`src/core/rct_pkg.sv`:
```
// Purpose: Shared constants for the countdown timer block
// Assumes: 100 MHz system clock, one synchronous reset
// Notes: Register offsets are byte addresses on the register port
package rct_pkg;
  // ----------------------------------------------------------------
  // Clock and source rates
  // ----------------------------------------------------------------
  localparam int unsigned CLK_HZ = 100_000_000;
  localparam int unsigned SRC_FAST_HZ = 4096;
  // Fast tick period, the shortest source period, rounded down to whole cycles
  localparam int unsigned CYC_PER_FAST = CLK_HZ / SRC_FAST_HZ;
  localparam int unsigned FAST_PER_64HZ = 64;
  localparam int unsigned FAST_PER_1HZ = 4096;
  localparam int unsigned SEC_PER_MIN = 60;
  // ----------------------------------------------------------------
  // Register map
  // ----------------------------------------------------------------
  localparam logic [7:0] ADDR_COUNT = 8'h10;
  localparam logic [7:0] ADDR_CONTROL = 8'h11;
  localparam logic [7:0] COUNT_RST = 8'h00;
  localparam int unsigned SEL_LSB = 3;
  localparam int unsigned RUN_BIT = 2;
  localparam int unsigned IRQ_EN_BIT = 1;
  localparam int unsigned PULSE_BIT = 0;
  localparam logic [1:0] SEL_RST = 2'h3;
  localparam logic RUN_RST = 1'b0;
  localparam logic IRQ_EN_RST = 1'b0;
  localparam logic PULSE_RST = 1'b0;
  // ----------------------------------------------------------------
  // Source clock select codes
  // ----------------------------------------------------------------
  typedef enum logic [1:0] {
    SRC_4096HZ = 2'h0,
    SRC_64HZ = 2'h1,
    SRC_1HZ = 2'h2,
    SRC_1_60HZ = 2'h3
  } rct_src_t;
endpackage

```
`src/core/rct_tick_if.sv`:
```
// Purpose: Carries the prescaled tick enables to the counter
// Assumes: All ticks are one-cycle pulses on the system clock
// Notes: Slower ticks coincide with a fast tick
`timescale 1ns/1ps
interface rct_tick_if;
  logic tick_4096;
  logic tick_64;
  logic tick_1;
  logic tick_1_60;
  modport src (output tick_4096, output tick_64, output tick_1, output tick_1_60);
  modport snk (input tick_4096, input tick_64, input tick_1, input tick_1_60);
endinterface

```
`src/core/rct_prescaler.sv`:
```
// Purpose: Divides the system clock into the four timer source ticks
// Assumes: Synchronous active high reset
// Notes: The fast tick rate is truncated, so it runs a touch fast
`timescale 1ns/1ps
module rct_prescaler #(
  parameter int unsigned CYC_PER_FAST = rct_pkg::CYC_PER_FAST
) (
  input wire logic clk_i,
  input wire logic rst_i,
  rct_tick_if.src ticks
);
  // ----------------------------------------------------------------
  // Elaboration check
  // ----------------------------------------------------------------
  generate
    if (CYC_PER_FAST < 2 || CYC_PER_FAST > 65536) begin : g_bad_div
      $error("rct_prescaler: CYC_PER_FAST out of range");
    end
  endgenerate

  logic [15:0] div_reg;
  logic [11:0] fast_reg;
  logic [5:0] sec_reg;
  logic fast_tick;

  assign fast_tick = (div_reg == 16'(CYC_PER_FAST - 1));

  always_ff @(posedge clk_i) begin
    if (rst_i || fast_tick) begin
      div_reg <= 16'h0000;
    end else begin
      div_reg <= div_reg + 16'h0001;
    end
  end

  // Fast ticks counted modulo 4096 give both the 64 Hz and 1 Hz rates
  always_ff @(posedge clk_i) begin
    if (rst_i) begin
      fast_reg <= 12'h000;
    end else if (fast_tick) begin
      fast_reg <= fast_reg + 12'h001;
    end
  end

  always_ff @(posedge clk_i) begin
    if (rst_i) begin
      sec_reg <= 6'h00;
    end else if (ticks.tick_1) begin
      if (sec_reg == 6'(rct_pkg::SEC_PER_MIN - 1)) begin
        sec_reg <= 6'h00;
      end else begin
        sec_reg <= sec_reg + 6'h01;
      end
    end
  end

  assign ticks.tick_4096 = fast_tick;
  assign ticks.tick_64 = fast_tick && (fast_reg[5:0] == 6'(rct_pkg::FAST_PER_64HZ - 1));
  assign ticks.tick_1 = fast_tick && (fast_reg == 12'(rct_pkg::FAST_PER_1HZ - 1));
  assign ticks.tick_1_60 = ticks.tick_1 && (sec_reg == 6'(rct_pkg::SEC_PER_MIN - 1));
endmodule

```
`src/core/rct_timer.sv`:
```
// Purpose: 8-bit countdown timer with count and control registers
// Assumes: Register port already decoded from the serial interface
// Notes: Flag storage is local; its clear arrives on FLAG_CLR_I
`timescale 1ns/1ps
module rct_timer #(
  parameter int unsigned CYC_PER_FAST = rct_pkg::CYC_PER_FAST
) (
  input wire logic MCLK_I,
  input wire logic SRST_I,
  input wire logic [7:0] REG_ADDR_I,
  input wire logic REG_WR_I,
  input wire logic [7:0] REG_WDATA_I,
  input wire logic REG_RD_I,
  output logic [7:0] REG_RDATA_O,
  input wire logic FLAG_CLR_I,
  output logic COUNTDOWN_FLAG_O,
  output logic TIMER_IRQ_O
);
  // ----------------------------------------------------------------
  // Prescaler
  // ----------------------------------------------------------------
  rct_tick_if ticks ();

  rct_prescaler #(
    .CYC_PER_FAST(CYC_PER_FAST)
  ) u_prescaler (
    .clk_i(MCLK_I),
    .rst_i(SRST_I),
    .ticks(ticks)
  );

  // ----------------------------------------------------------------
  // Registers
  // ----------------------------------------------------------------
  logic [7:0] reload_reg;
  logic [7:0] count_reg;
  rct_pkg::rct_src_t sel_reg;
  logic run_reg;
  logic irq_en_reg;
  logic pulse_sel_reg;
  logic flag_reg;
  logic [15:0] pulse_cnt_reg;
  logic [7:0] rdata_reg;

  // ----------------------------------------------------------------
  // Decode and sequencing nets
  // ----------------------------------------------------------------
  logic wr_count;
  logic wr_control;
  logic rd_count;
  logic rd_control;
  logic src_tick;
  logic count_live;
  logic count_step;
  logic count_end;
  logic pulse_live;
  logic irq_source;
  logic [7:0] control_word;

  // ----------------------------------------------------------------
  // Derived constants
  // ----------------------------------------------------------------
  // Half a fast period keeps every pulse shorter than the shortest countdown
  localparam int unsigned PULSE_CYC = CYC_PER_FAST / 2;
  localparam logic [15:0] PULSE_LOAD = 16'(PULSE_CYC);

  // ----------------------------------------------------------------
  // Elaboration check
  // ----------------------------------------------------------------
  generate
    if (CYC_PER_FAST < 2 || CYC_PER_FAST > 65536) begin : g_bad_div
      $error("rct_timer: CYC_PER_FAST out of range");
    end
  endgenerate

  // ----------------------------------------------------------------
  // Helper functions
  // ----------------------------------------------------------------
  // Shared by the write and read decoders
  function automatic logic addr_hit(input logic [7:0] addr, input logic [7:0] offset);
    addr_hit = (addr == offset);
  endfunction

  // Host view of control; unused upper bits read as zero
  function automatic logic [7:0] pack_control(
    input rct_pkg::rct_src_t sel,
    input logic run,
    input logic irq_en,
    input logic pulse_sel
  );
    logic [7:0] word;
    word = 8'h00;
    word[rct_pkg::SEL_LSB +: 2] = sel;
    word[rct_pkg::RUN_BIT] = run;
    word[rct_pkg::IRQ_EN_BIT] = irq_en;
    word[rct_pkg::PULSE_BIT] = pulse_sel;
    pack_control = word;
  endfunction

  // ----------------------------------------------------------------
  // Register decode
  // ----------------------------------------------------------------
  assign wr_count = REG_WR_I && addr_hit(REG_ADDR_I, rct_pkg::ADDR_COUNT);
  assign wr_control = REG_WR_I && addr_hit(REG_ADDR_I, rct_pkg::ADDR_CONTROL);
  assign rd_count = REG_RD_I && addr_hit(REG_ADDR_I, rct_pkg::ADDR_COUNT);
  assign rd_control = REG_RD_I && addr_hit(REG_ADDR_I, rct_pkg::ADDR_CONTROL);

  // ----------------------------------------------------------------
  // Control register
  // ----------------------------------------------------------------
  // Bits 7:5 are dropped on write, so they cannot disturb the timer
  always_ff @(posedge MCLK_I) begin
    if (SRST_I) begin
      sel_reg <= rct_pkg::rct_src_t'(rct_pkg::SEL_RST);
      run_reg <= rct_pkg::RUN_RST;
      irq_en_reg <= rct_pkg::IRQ_EN_RST;
      pulse_sel_reg <= rct_pkg::PULSE_RST;
    end else if (wr_control) begin
      sel_reg <= rct_pkg::rct_src_t'(REG_WDATA_I[rct_pkg::SEL_LSB +: 2]);
      run_reg <= REG_WDATA_I[rct_pkg::RUN_BIT];
      irq_en_reg <= REG_WDATA_I[rct_pkg::IRQ_EN_BIT];
      pulse_sel_reg <= REG_WDATA_I[rct_pkg::PULSE_BIT];
    end
  end

  // ----------------------------------------------------------------
  // Source clock select
  // ----------------------------------------------------------------
  always_comb begin
    case (sel_reg)
      rct_pkg::SRC_4096HZ: begin
        src_tick = ticks.tick_4096;
      end
      rct_pkg::SRC_64HZ: begin
        src_tick = ticks.tick_64;
      end
      rct_pkg::SRC_1HZ: begin
        src_tick = ticks.tick_1;
      end
      rct_pkg::SRC_1_60HZ: begin
        src_tick = ticks.tick_1_60;
      end
      default: begin
        src_tick = 1'b0;
      end
    endcase
  end

  // ----------------------------------------------------------------
  // Countdown sequencing
  // ----------------------------------------------------------------
  assign count_live = (count_reg != 8'h00);
  assign count_step = run_reg && src_tick && count_live;
  assign count_end = count_step && (count_reg == 8'h01);

  // Reload value, kept apart from the live count
  always_ff @(posedge MCLK_I) begin
    if (SRST_I) begin
      reload_reg <= rct_pkg::COUNT_RST;
    end else if (wr_count) begin
      reload_reg <= REG_WDATA_I;
    end
  end

  // A write lands at once, even mid-period; the prescaler runs free, so the first period can be short even if stopped
  always_ff @(posedge MCLK_I) begin
    if (SRST_I) begin
      count_reg <= rct_pkg::COUNT_RST;
    end else if (wr_count) begin
      count_reg <= REG_WDATA_I;
    end else if (count_end) begin
      count_reg <= reload_reg;
    end else if (count_step) begin
      count_reg <= count_reg - 8'h01;
    end
  end

  // ----------------------------------------------------------------
  // Timer flag
  // ----------------------------------------------------------------
  // A terminal count in the clear cycle wins, so no event is lost
  always_ff @(posedge MCLK_I) begin
    if (SRST_I) begin
      flag_reg <= 1'b0;
    end else if (count_end) begin
      flag_reg <= 1'b1;
    end else if (FLAG_CLR_I) begin
      flag_reg <= 1'b0;
    end
  end

  assign COUNTDOWN_FLAG_O = flag_reg;

  // ----------------------------------------------------------------
  // Interrupt output
  // ----------------------------------------------------------------
  always_ff @(posedge MCLK_I) begin
    if (SRST_I) begin
      pulse_cnt_reg <= 16'h0000;
    end else if (count_end) begin
      pulse_cnt_reg <= PULSE_LOAD;
    end else if (pulse_live) begin
      pulse_cnt_reg <= pulse_cnt_reg - 16'h0001;
    end
  end

  assign pulse_live = (pulse_cnt_reg != 16'h0000);

  // Level style follows the flag; pulse style starts with it
  always_comb begin
    if (pulse_sel_reg) begin
      irq_source = pulse_live;
    end else begin
      irq_source = flag_reg;
    end
  end

  assign TIMER_IRQ_O = irq_en_reg && irq_source;

  // ----------------------------------------------------------------
  // Read data
  // ----------------------------------------------------------------
  assign control_word = pack_control(sel_reg, run_reg, irq_en_reg, pulse_sel_reg);

  // Read data is held between reads, so the host may sample it late
  always_ff @(posedge MCLK_I) begin
    if (SRST_I) begin
      rdata_reg <= 8'h00;
    end else if (rd_count) begin
      rdata_reg <= count_reg;
    end else if (rd_control) begin
      rdata_reg <= control_word;
    end else if (REG_RD_I) begin
      rdata_reg <= 8'h00;
    end
  end

  assign REG_RDATA_O = rdata_reg;
endmodule

```
`config.mk`:
```
export PLATFORM = sky130hd
export DESIGN_NAME = rct_timer
export DESIGN_NICKNAME = d
export VERILOG_FILES = /design/src/core/rct_pkg.sv /design/src/core/rct_tick_if.sv /design/src/core/rct_prescaler.sv /design/src/core/rct_timer.sv
export SDC_FILE = /design/constraint.sdc
export NUM_CORES = 1
export LEC_CHECK = 0
export BUFFER_PORTS_ARGS = -buffer_cell sky130_fd_sc_hd__clkbuf_2
export CORE_ASPECT_RATIO = 1.5
export CORE_MARGIN = 1
export CORE_UTILIZATION = 50
export DETAILED_ROUTE_END_ITERATION = 10
export GPL_TIMING_DRIVEN = 0
export PLACE_DENSITY = 0.68
export SYNTH_ARGS = -nofsm -noshare
export SYNTH_HDL_FRONTEND = slang
export SYNTH_SLANG_ARGS = --single-unit
```
`constraint.sdc`:
```
create_clock -name MCLK_I -period 3.4 [get_ports MCLK_I]
set_clock_uncertainty 0.1 [all_clocks]
set_input_delay 0.85 -clock MCLK_I [delete_from_list [all_inputs] [get_ports MCLK_I]]
set_output_delay 0.85 -clock MCLK_I [all_outputs]
set_load 0.05 [all_outputs]
```
[Word level (Yosys, flattened, before mapping)]
Index checks and enable logic that the tools add are counted.
Widths: inputs -> output; s select.
Storage, ports and cells
  logic and storage cells: 61
  register bits after elaboration: 80
  output and inout port bits: 10
  input bits: 21
Cells by class
  mux-type cells: 13
  equality and inequality tests: 10
  add/sub/neg operators: 5
  reductions and logical operators: 20
Operators with widths (count)
  $mux 8: 6
  $mux 14: 2
  $add 16x1->16 const B: 1
  $eq 16x15->1 const B: 1
  $eq 8x5->1 const B: 2
  $reduce_bool 16->1: 1
  $sub 16x1->16 const B: 1
  $add 12x1->12 const B: 1
  $eq 12x12->1 const B: 1
  $eq 6x6->1 const B: 2
  $logic_and 1x1->1: 11
  $eq 8x1->1 const B: 1
  $reduce_bool 8->1: 1
  $sub 8x1->8 const B: 1
  $add 6x1->6 const B: 1
  $mux 6: 1
  $reduce_bool 3->1: 2
  $eq 2x2->1 const B: 2
  $pmux 1 s4: 1
  $reduce_bool 2->1: 2
  $mux 1: 3
  $eq 2x1->1 const B: 1
  $logic_not 2->1: 1
  $reduce_or 2->1: 1
  $logic_or 1x1->1: 1

[Logic depth before layout (Yosys ltp)]
Gate-level depths: netlist (run 1).
  word-level depth: 9
  depth in mapped cells: 9
  depth with buffers taken out: 8

[Hierarchy]
A second synthesis (run 1) with hierarchy kept.
Second synthesis, totals
  cells, all modules: 473
  area, all modules: 3912.5 sq um
By module, submodules not included
  rct_timer: area each 2319.7 sq um, times used 1, cells each 283, seq. area each 920.9 sq um
  rct_prescaler: area each 1592.8 sq um, times used 1, cells each 190, seq. area each 680.7 sq um

[Least setup slack after synthesis (run 1)]
Ideal clock, no wire load.
  kind: input -> register
  start: in REG_ADDR_I[5]
  end: reg sel_reg[1]
  stages on the path: 6
  arrival time: 2.599 ns
  slack: 0.581 ns
  data required time: 3.180 ns
  path buffers: 1
  setup time: 0.120 ns
  cell sequence: or4b_2 nor4_2 and3_1 buf_2 nor2_1 a211o_1
On the way
  longest elaborated chain between the ends: 2
Ends and longest elaborated chain
  start, declared: line rct_timer.sv:10  | input wire logic [7:0] REG_ADDR_I,
  $eq 8x5->1: line rct_timer.sv:81  | addr_hit = (addr == offset);
  $logic_and 1x1->1: line rct_timer.sv:104  | assign wr_control = REG_WR_I && addr_hit(REG_ADDR_I, rct_pkg::ADDR_CONTROL);
  end signal, assigned: line rct_timer.sv:114  | sel_reg <= rct_pkg::rct_src_t'(rct_pkg::SEL_RST);
  end signal, assigned: line rct_timer.sv:119  | sel_reg <= rct_pkg::rct_src_t'(REG_WDATA_I[rct_pkg::SEL_LSB +: 2]);
  end, declared: line rct_timer.sv:37  | rct_pkg::rct_src_t sel_reg;
Every way passes these cells.
A chain may end at the register's enable or synchronous reset.

[Worst setup path after layout (run 1)]
  start: reg pulse_cnt_reg[7]
  end: out TIMER_IRQ_O
On the way
  longest elaborated chain between the ends: 3
Ends and longest elaborated chain
  start, declared: line rct_timer.sv:42  | logic [15:0] pulse_cnt_reg;
  start signal, assigned: line rct_timer.sv:203  | pulse_cnt_reg <= pulse_cnt_reg - 16'h0001;
  $reduce_bool 16->1: line rct_timer.sv:207  | assign pulse_live = (pulse_cnt_reg != 16'h0000);
  $mux 1: line rct_timer.sv:211  | if (pulse_sel_reg) begin
  $logic_and 1x1->1: line rct_timer.sv:218  | assign TIMER_IRQ_O = irq_en_reg && irq_source;
  end, declared: line rct_timer.sv:17  | output logic TIMER_IRQ_O
Every way passes these cells.

==> impl.org, run 1 <==
** Status
- Outcome :: completed

** Place
- Post-placement cell count :: 603
- HPWL reported at the end of detailed placement :: 6.647 mm
- Prior to clock tree synthesis, the placed netlist has a worst setup slack of 0.1071 ns.
- In this run the tool buffered the top-level ports with 29 buffer cells.
- Placer Congestion :: 0.8695

** Clock network
- Maximum number of buffers from clock root to sink :: 2
- Clock sink total :: 80
- TritonCTS clock tree :: done
- H-tree depth :: 3
- After clock tree synthesis, the clock-pin slew on the worst setup and hold paths is 0.06 ns.
- Post-CTS timing repair inserted 0 buffers for setup.
- Number of buffers inserted during clock tree synthesis :: 9
- Clock latency on the worst-skew pair :: 0.34 ns
- The tree is rooted in a sky130_fd_sc_hd__clkbuf_16.
- Resized Gates After CTS :: 0
- Total of hold buffers inserted after clock tree synthesis :: 0

** Job
- The tool flagged a number of max-cap violations equal to 0.

** STA
- Relative slew margins :: 0.2522
- Setup total negative slack on the finished layout was measured at 0 ns.
- Final hold slack :: 0.3593 ns
- Setup repair after global routing left no endpoint under its margin.
- At the pin with the least slew margin, the transition time is 1.111 ns.
- Final worst setup slack :: 0.2712 ns
- Setup violations remaining at the end of the flow were counted as 0.
- Derived from the worst setup path, the maximum achievable clock frequency is 0.3196 GHz.
- Count of final hold-check violations :: 0
- The number of max-slew violations in the final report came to 0.
- Final period util :: 0.9202
- Counting I/O delays and the setup requirement, the final critical path takes 3.129 ns.

** Power
- In this run the static leakage power is 0.001662 uW.
- Power density over the cells :: 569.0 mW/mm2
- Maximum resistive drop on vdd :: 285.3 uV

** Cells and area
- The repair_antennas step left the layout with diodes totalling 0.
- Filler instances :: 722
- Measured on the finished design, the core utilization comes to 0.5984.
- Synth-to-Final Area Change :: 15.08%
- The count of cells in the finished layout, fillers not included, comes to 618.
- At the end of the flow, the number of nets in the layout was 541.
- In the final layout, the share of cells above drive strength 1 is 0.1279.

** Worst hold path
- The worst hold path begins at reload_reg[4].
- Worst hold path depth :: 2
- In this run the worst hold path is classified as flop to flop.
- Hold Crit Endpoint :: reload_reg[4]

** Setup path
- CP Launch Point :: pulse_cnt_reg[7]
- Along the worst path, the maximum fanout reaches 7.
- Data on the critical path is required at its endpoint by 2.45 ns.
- Capture instance of the worst register-to-register path :: u_prescaler.div_reg[5]
- Worst Setup Start Kind :: flop
- R2R Path Start :: u_prescaler.div_reg[0]
- Path depth of the worst reg2reg path :: 7
- STA classifies the critical path endpoint as a primary output.
- Worst Setup Path Type :: flop to primary output
- Reg-to-reg slack, setup :: 0.64 ns
- Data on the critical path arrives at its endpoint at 2.18 ns.

** Floorplanning
- Die Footprint :: 0.008336 mm2
- Row generation in the floorplan step produced 39 rows.
- For this configuration, the core starts out at a cell density of 0.5200.
- The region available for standard cell placement spans 0.007661 mm2.
- Die outline width :: 74.88 um
- For this design the top-level I/O count stands at 31.
- Chip Height :: 111.3 um

** GRT
- Entering global routing, the biggest net connects 13 pins.
- After global routing the overflow that remains totals 0.
- Initial antenna violation count :: 0
- Total GRT Usage :: 0.2414
- Via count of the first global-routing pass :: 3445
- The first global-routing pass estimated 15.26 mm of wire.

** Synthesis
- Mean cell area of the mapped netlist :: 8.440 um2
- In the synthesized netlist the dominant register cell turns out to be sky130_fd_sc_hd__dfxtp_1.
- Ranking of synthesized cells by area :: sky130_fd_sc_hd__dfxtp_1, sky130_fd_sc_hd__nand2_1, sky130_fd_sc_hd__nor2_1
- Counting every instance in the synthesized netlist gives 472.
- Counting flops and latches in the post-synthesis netlist gives 80.
- The share of synthesized area in the top cell type comes to 0.4020.
- Post-synthesis sequential area ratio :: 0.4020
- Yosys printed 0 warnings.
- Most area-hungry cell type in the Yosys netlist :: sky130_fd_sc_hd__dfxtp_1
- Synthesis produced a netlist with a net count of 501.
- Number of enable-type register cells in the synthesized netlist :: 0
- Count of different cell masters after synthesis :: 55
- Of all flip-flops after synthesis, the portion carrying an async set or reset was 0.
- Mapped cell area :: 0.003984 mm2

** Drt
- For this block, the via count after detailed routing is 3396.
- After detailed routing, the total wire length is 9.175 mm.
- WL/cell :: 14.85 um
- Highest Signal Layer :: met4
- Drt drc :: 0
- In this run the remaining antenna-violating nets after routing total 0.
- Drt via density :: 5.495
- In the detailed route, the total length drawn on met3 is 181 um.
- After detailed routing, the met2 layer carries 4.836 mm of wire.
- The first detailed-routing pass took 4 iterations.
- For this block, wires on met1 add up to 3.809 mm.
- DRC marker count from the first detailed-route iteration :: 162
==> synth_stat cells (3+ instances only) <==
master                      count
sky130_fd_sc_hd__nor3_1        15
sky130_fd_sc_hd__and2_1         3
sky130_fd_sc_hd__inv_1         13
sky130_fd_sc_hd__or3_1         10
sky130_fd_sc_hd__a21oi_2        6
sky130_fd_sc_hd__ha_1           8
sky130_fd_sc_hd__a31oi_1        3
sky130_fd_sc_hd__mux2_2         4
sky130_fd_sc_hd__nand4bb_1      3
sky130_fd_sc_hd__and3_1         3
sky130_fd_sc_hd__a211oi_1       6
sky130_fd_sc_hd__dfxtp_1       80
sky130_fd_sc_hd__mux2i_1       13
sky130_fd_sc_hd__nor2b_1        7
sky130_fd_sc_hd__a21oi_1       35
sky130_fd_sc_hd__nor4_1         7
sky130_fd_sc_hd__clkbuf_1      14
sky130_fd_sc_hd__nand2b_1      15
sky130_fd_sc_hd__o21ai_0       15
sky130_fd_sc_hd__xnor2_1       20
sky130_fd_sc_hd__nor2_1        53
sky130_fd_sc_hd__nand3_1       21
sky130_fd_sc_hd__nand4b_1       3
sky130_fd_sc_hd__or4_1          4
sky130_fd_sc_hd__xor2_1        15
sky130_fd_sc_hd__nand3b_1       3
sky130_fd_sc_hd__nand2_1       53
sky130_fd_sc_hd__nand4_1        6
==> critical path, stage by stage, from the launching register on <==
cell,delay (ns)
sky130_fd_sc_hd__dfxtp_1,0.34
sky130_fd_sc_hd__nor4_2,0.45
sky130_fd_sc_hd__nor2b_1,0.23
sky130_fd_sc_hd__nand4_1,0.28
sky130_fd_sc_hd__mux2i_1,0.25
sky130_fd_sc_hd__nor2b_1,0.07
sky130_fd_sc_hd__clkbuf_2,0.23
==> worst max path at each step <==
stage	to	slack, ns
final	TIMER_IRQ_O	0.27
after global routing	TIMER_IRQ_O	0.09
after CTS	TIMER_IRQ_O	0.09
after detailed placement	count_reg[0]	0.11
after global placement	count_reg[6]	0.17
after floorplan	sel_reg[1]	0.58
==> cell families (layout without fill, tap and decap cells) <==
kind of cell | after synthesis | after routing | synth area share
simple gates | 220 | 220 | 0.2886
compound gates | 81 | 81 | 0.1316
flops | 80 | 80 | 0.4020
xor+xnor | 35 | 35 | 0.07695
buf+inv | 31 | 75 | 0.03172
mux | 17 | 17 | 0.04397
fa+ha+maj | 8 | 8 | 0.02513
==> power by group <==
part	internal [uW]	switching (uW)	leakage [uW]
registers	1000	51.9	0.000647
clock network	678	369	0.000159
logic	235	274	0.000856
total	1910	695	0.00166
==> layout by cell type, fill, tap and decap left out, drive strengths merged, types with 3 or more instances in the layout <==
master,count
nand3,21
inv,13
xnor2,20
o21ai,15
nand4b,3
dfxtp,80
a211oi,6
nand4,7
mux2i,13
mux2,4
nor2,53
buf,4
nor2b,7
ha,8
and2,3
xor2,15
nor4,9
nand3b,3
nor3,15
clkbuf,55
a31oi,3
nand2,53
and3,3
a21oi,42
or4,5
or3,10
nand4bb,3
nand2b,15
==> routing by layer <==
| layer | global-route usage | up-vias |
|---|---|---|
| met5 | 0 | - |
| met4 | 0.1409 | 0 |
| met3 | 0.05455 | 22 |
| met2 | 0.4192 | 44 |
| met1 | 0.2565 | 1592 |
| li1 | - | 1738 |
==> stage by stage <==
stage / instance area (um2) / total power (uW)
3_5_place_dp: 4257 / 1575
3_3_place_gp: 4257 / 1566
2_1_floorplan: 3984 / 1481
4_1_cts: 4578 / 2634
5_1_grt: 4584 / 2760
6_report: 4584 / 2609
==> layout make-up <==
type / count / area [um2] / share of cell area
inverter: 13 / 48.80 / 0.01064
sequential: 80 / 1602 / 0.3493
timing repair buffer: 29 / 145.1 / 0.03166
clock inverter: 3 / 65.06 / 0.01419
tap: 102 / 127.6 / 0.02784
buffer: 18 / 77.57 / 0.01692
clock buffer: 12 / 256.5 / 0.05595
multi-input combinational: 361 / 2262 / 0.4934
Note: power is estimated with default switching activity, not from simulation.
==> run 2: changes to the inputs <==
--- a/config.mk
+++ b/config.mk
@@ -9,6 +9,7 @@
 export CORE_ASPECT_RATIO = 1.5
 export CORE_MARGIN = 1
 export CORE_UTILIZATION = 50
+export CTS_BUF_LIST = sky130_fd_sc_hd__clkbuf_4 sky130_fd_sc_hd__clkbuf_8
 export DETAILED_ROUTE_END_ITERATION = 10
 export GPL_TIMING_DRIVEN = 0
 export PLACE_DENSITY = 0.68
==> impl.org, run 2 (synthesis gave the netlist of run 1 again) <==
** Status
- The flow ran to the end, and the final reports show no timing, DRC or antenna violations.

** GRT
- The number of global-route vias before repair is 3383.
- First-pass GRT wire length :: 14.99 mm
- In the global route stage, overall resource usage came out at 0.2378.
- Maximum number of pins on one net before global-route repair :: 13
- The number of antenna violations at the first check in global routing is 0.
- After global routing the overflow that remains totals 0.

** STA
- The tightest hold path in the finished design has a slack of 0.3621 ns.
- Transition time at the pin with the least slew margin :: 1.127 ns
- Setup violations remaining at the end of the flow were counted as 0.
- Achievable Freq :: 0.3171 GHz
- Relative slew margins :: 0.2420
- After routing, the total negative slack on setup checks comes to 0 ns.
- Setup repair after global routing left no endpoint under its margin.
- Final period util :: 0.9276
- Subtracting the final worst setup slack from the clock period gives 3.154 ns.
- The number of max-slew violations in the final report is 0.
- The total count of hold-check failures in the final report is 0.

** Place
- Port Buffer Count :: 29
- Post-placement cell count :: 603
- HPWL reported at the end of detailed placement :: 6.647 mm
- Placer Congestion :: 0.8695

** Worst hold path
- The path with the worst hold slack has its endpoint at reload_reg[4].
- The min-delay analysis places its worst path in the category flop to flop.
- The worst hold path was traced through 2 stages.
- The worst hold path begins at reload_reg[4].

** Cells and area
- Leaving out fill and tap cells, the most frequent cells in the layout are sky130_fd_sc_hd__dfxtp_1, sky130_fd_sc_hd__nor2_1, sky130_fd_sc_hd__nand2_1.
- In the final layout, the share of cells above drive strength 1 is 0.1298.
- After the flow finishes, the layout carries non-filler instances totaling 618.
- After the last flow step, the layout net total stands at 541.
- The repair_antennas step left the layout with diodes totalling 0.
- Filler instances :: 746
- Most frequent standard cell in the layout excluding fill and tap cells :: sky130_fd_sc_hd__dfxtp_1
- Relative to the synthesized area, the layout overhead comes to 12.63%.
- Fin util :: 0.5857

** Drt
- For this block, the via count after detailed routing is 3391.
- The detailed router finished its first iteration with 188 violations.
- The routed design uses 219 um of met3 wire.
- Summed over all nets, wire length on met2 after detailed routing comes to 4.644 mm.
- After detailed routing, the average wire length per cell comes to 14.62 um.
- For this run, the detailed router's first-pass iteration total came to 4.
- In the routed layout, each cell is associated on average with a via count of 5.487.
- Drt drc :: 0
- Remaining antenna violation count after routing :: 0
- Wl on met1 :: 3.782 mm
- Routed wire length :: 9.033 mm
- The detailed router used layers up to and including met4.

** Setup path
- Reg-to-reg slack, setup :: 0.64 ns
- At the worst endpoint, the arrival time is 2.20 ns.
- The worst register-to-register path begins at u_prescaler.div_reg[0].
- Path depth of the worst reg2reg path :: 7
- Worst Setup Start Kind :: flop
- Worst Setup Path Type :: flop to primary output
- Worst-path maximum fanout :: 7
- Kind of end point of the critical path :: primary output
- Capture instance of the worst register-to-register path :: count_reg[0]
- CP required :: 2.45 ns

** Clock network
- Number of buffers inserted during clock tree synthesis :: 9
- Clock tree root driver cell :: sky130_fd_sc_hd__clkbuf_8
- Clock latency on the worst-skew pair :: 0.36 ns
- Clock sink total :: 80
- CTS built an H-tree with a depth of 3.
- Number of buffers inserted by post-CTS setup repair :: 0
- TritonCTS clock tree :: done
- After clock tree synthesis, the clock-pin slew on the worst setup and hold paths is 0.08 ns.
- Maximum number of buffers from clock root to sink :: 2

** Power
- Total power for the finished layout comes to 2358 uW.
- Maximum resistive drop on vdd :: 276.9 uV
- Summed over all cells, the static leakage comes to 0.001619 uW.
- Power spread over the standard cell area amounts to 525.4 mW/mm2.

** Floorplanning
- Die Footprint :: 0.008336 mm2
- After floorplanning, the core was divided into 39 placement rows.
- The total area inside the core boundary comes to 0.007661 mm2.
- Measured along the y axis, the die boundary spans 111.3 um.
- For this design the top-level I/O count stands at 31.
- Die outline width :: 74.88 um
- The initial utilization of the core area, before any placement, comes to 0.5200.

** Job
- Maximum capacitance violations :: 0
run 2: how the worst max path moves through the flow:
| stage | startpoint | to | slack (ns) | cells after the start |
|---|---|---|---|---|
| floorplan | REG_ADDR_I[5] | sel_reg[1] | 0.58 | 6 |
| global placement | REG_ADDR_I[5] | count_reg[6] | 0.17 | 6 |
| detailed placement | REG_ADDR_I[5] | count_reg[0] | 0.11 | 6 |
| CTS | pulse_cnt_reg[7] | TIMER_IRQ_O | 0.06 | 6 |
| global route | pulse_cnt_reg[7] | TIMER_IRQ_O | 0.05 | 6 |
| finish | pulse_cnt_reg[7] | TIMER_IRQ_O | 0.25 | 6 |
run 2: metal layers:
layer / GRT usage / vias to the layer above
met1: 0.2585 / 1589
li1: - / 1734
met3: 0.05182 / 24
met4: 0.1434 / 0
met5: 0 / -
met2: 0.4060 / 44
run 2: critical path, stage by stage, from the launching register on:
cell and delay [ns]:
sky130_fd_sc_hd__dfxtp_1 0.35, sky130_fd_sc_hd__nor4_2 0.45, sky130_fd_sc_hd__nor2b_1 0.23, sky130_fd_sc_hd__nand4_1 0.28, sky130_fd_sc_hd__mux2i_1 0.24, sky130_fd_sc_hd__nor2b_1 0.07, sky130_fd_sc_hd__clkbuf_2 0.23
run 2: metrics by stage:
| stage | setup slack (ns) | area (um2) |
|---|---|---|
| after global routing | 0.05446 | 4487 |
| after CTS | 0.06195 | 4481 |
| after detailed placement | 0.1071 | 4257 |
| final | 0.2461 | 4487 |
| after global placement | 0.1692 | 4257 |
| after floorplan | 0.5812 | 3984 |
run 2: where the power goes:
part	leakage, uW	total, uW	internal [uW]	switching, uW
combinational	0.000856	508	235	273
sequential	0.000647	1050	1000	51.2
clock	0.000116	799	457	342
run 2: area by class of cell:
type                       instances  area (um2)  area share
timing repair buffer              29       145.1     0.03235
buffer                            18       77.57     0.01729
sequential                        80        1602      0.3569
tap                              102       127.6     0.02844
multi-input combinational        361        2262      0.5042
clock inverter                     3       65.06     0.01450
clock buffer                      12       158.9     0.03542
inverter                          13       48.80     0.01088
run 2: repair_timing:
item                       4_1_cts  5_1_grt
resized for setup                0        1
setup endpoints to repair        0        1
hold buffers                     0        0
hold endpoints to repair         0        0
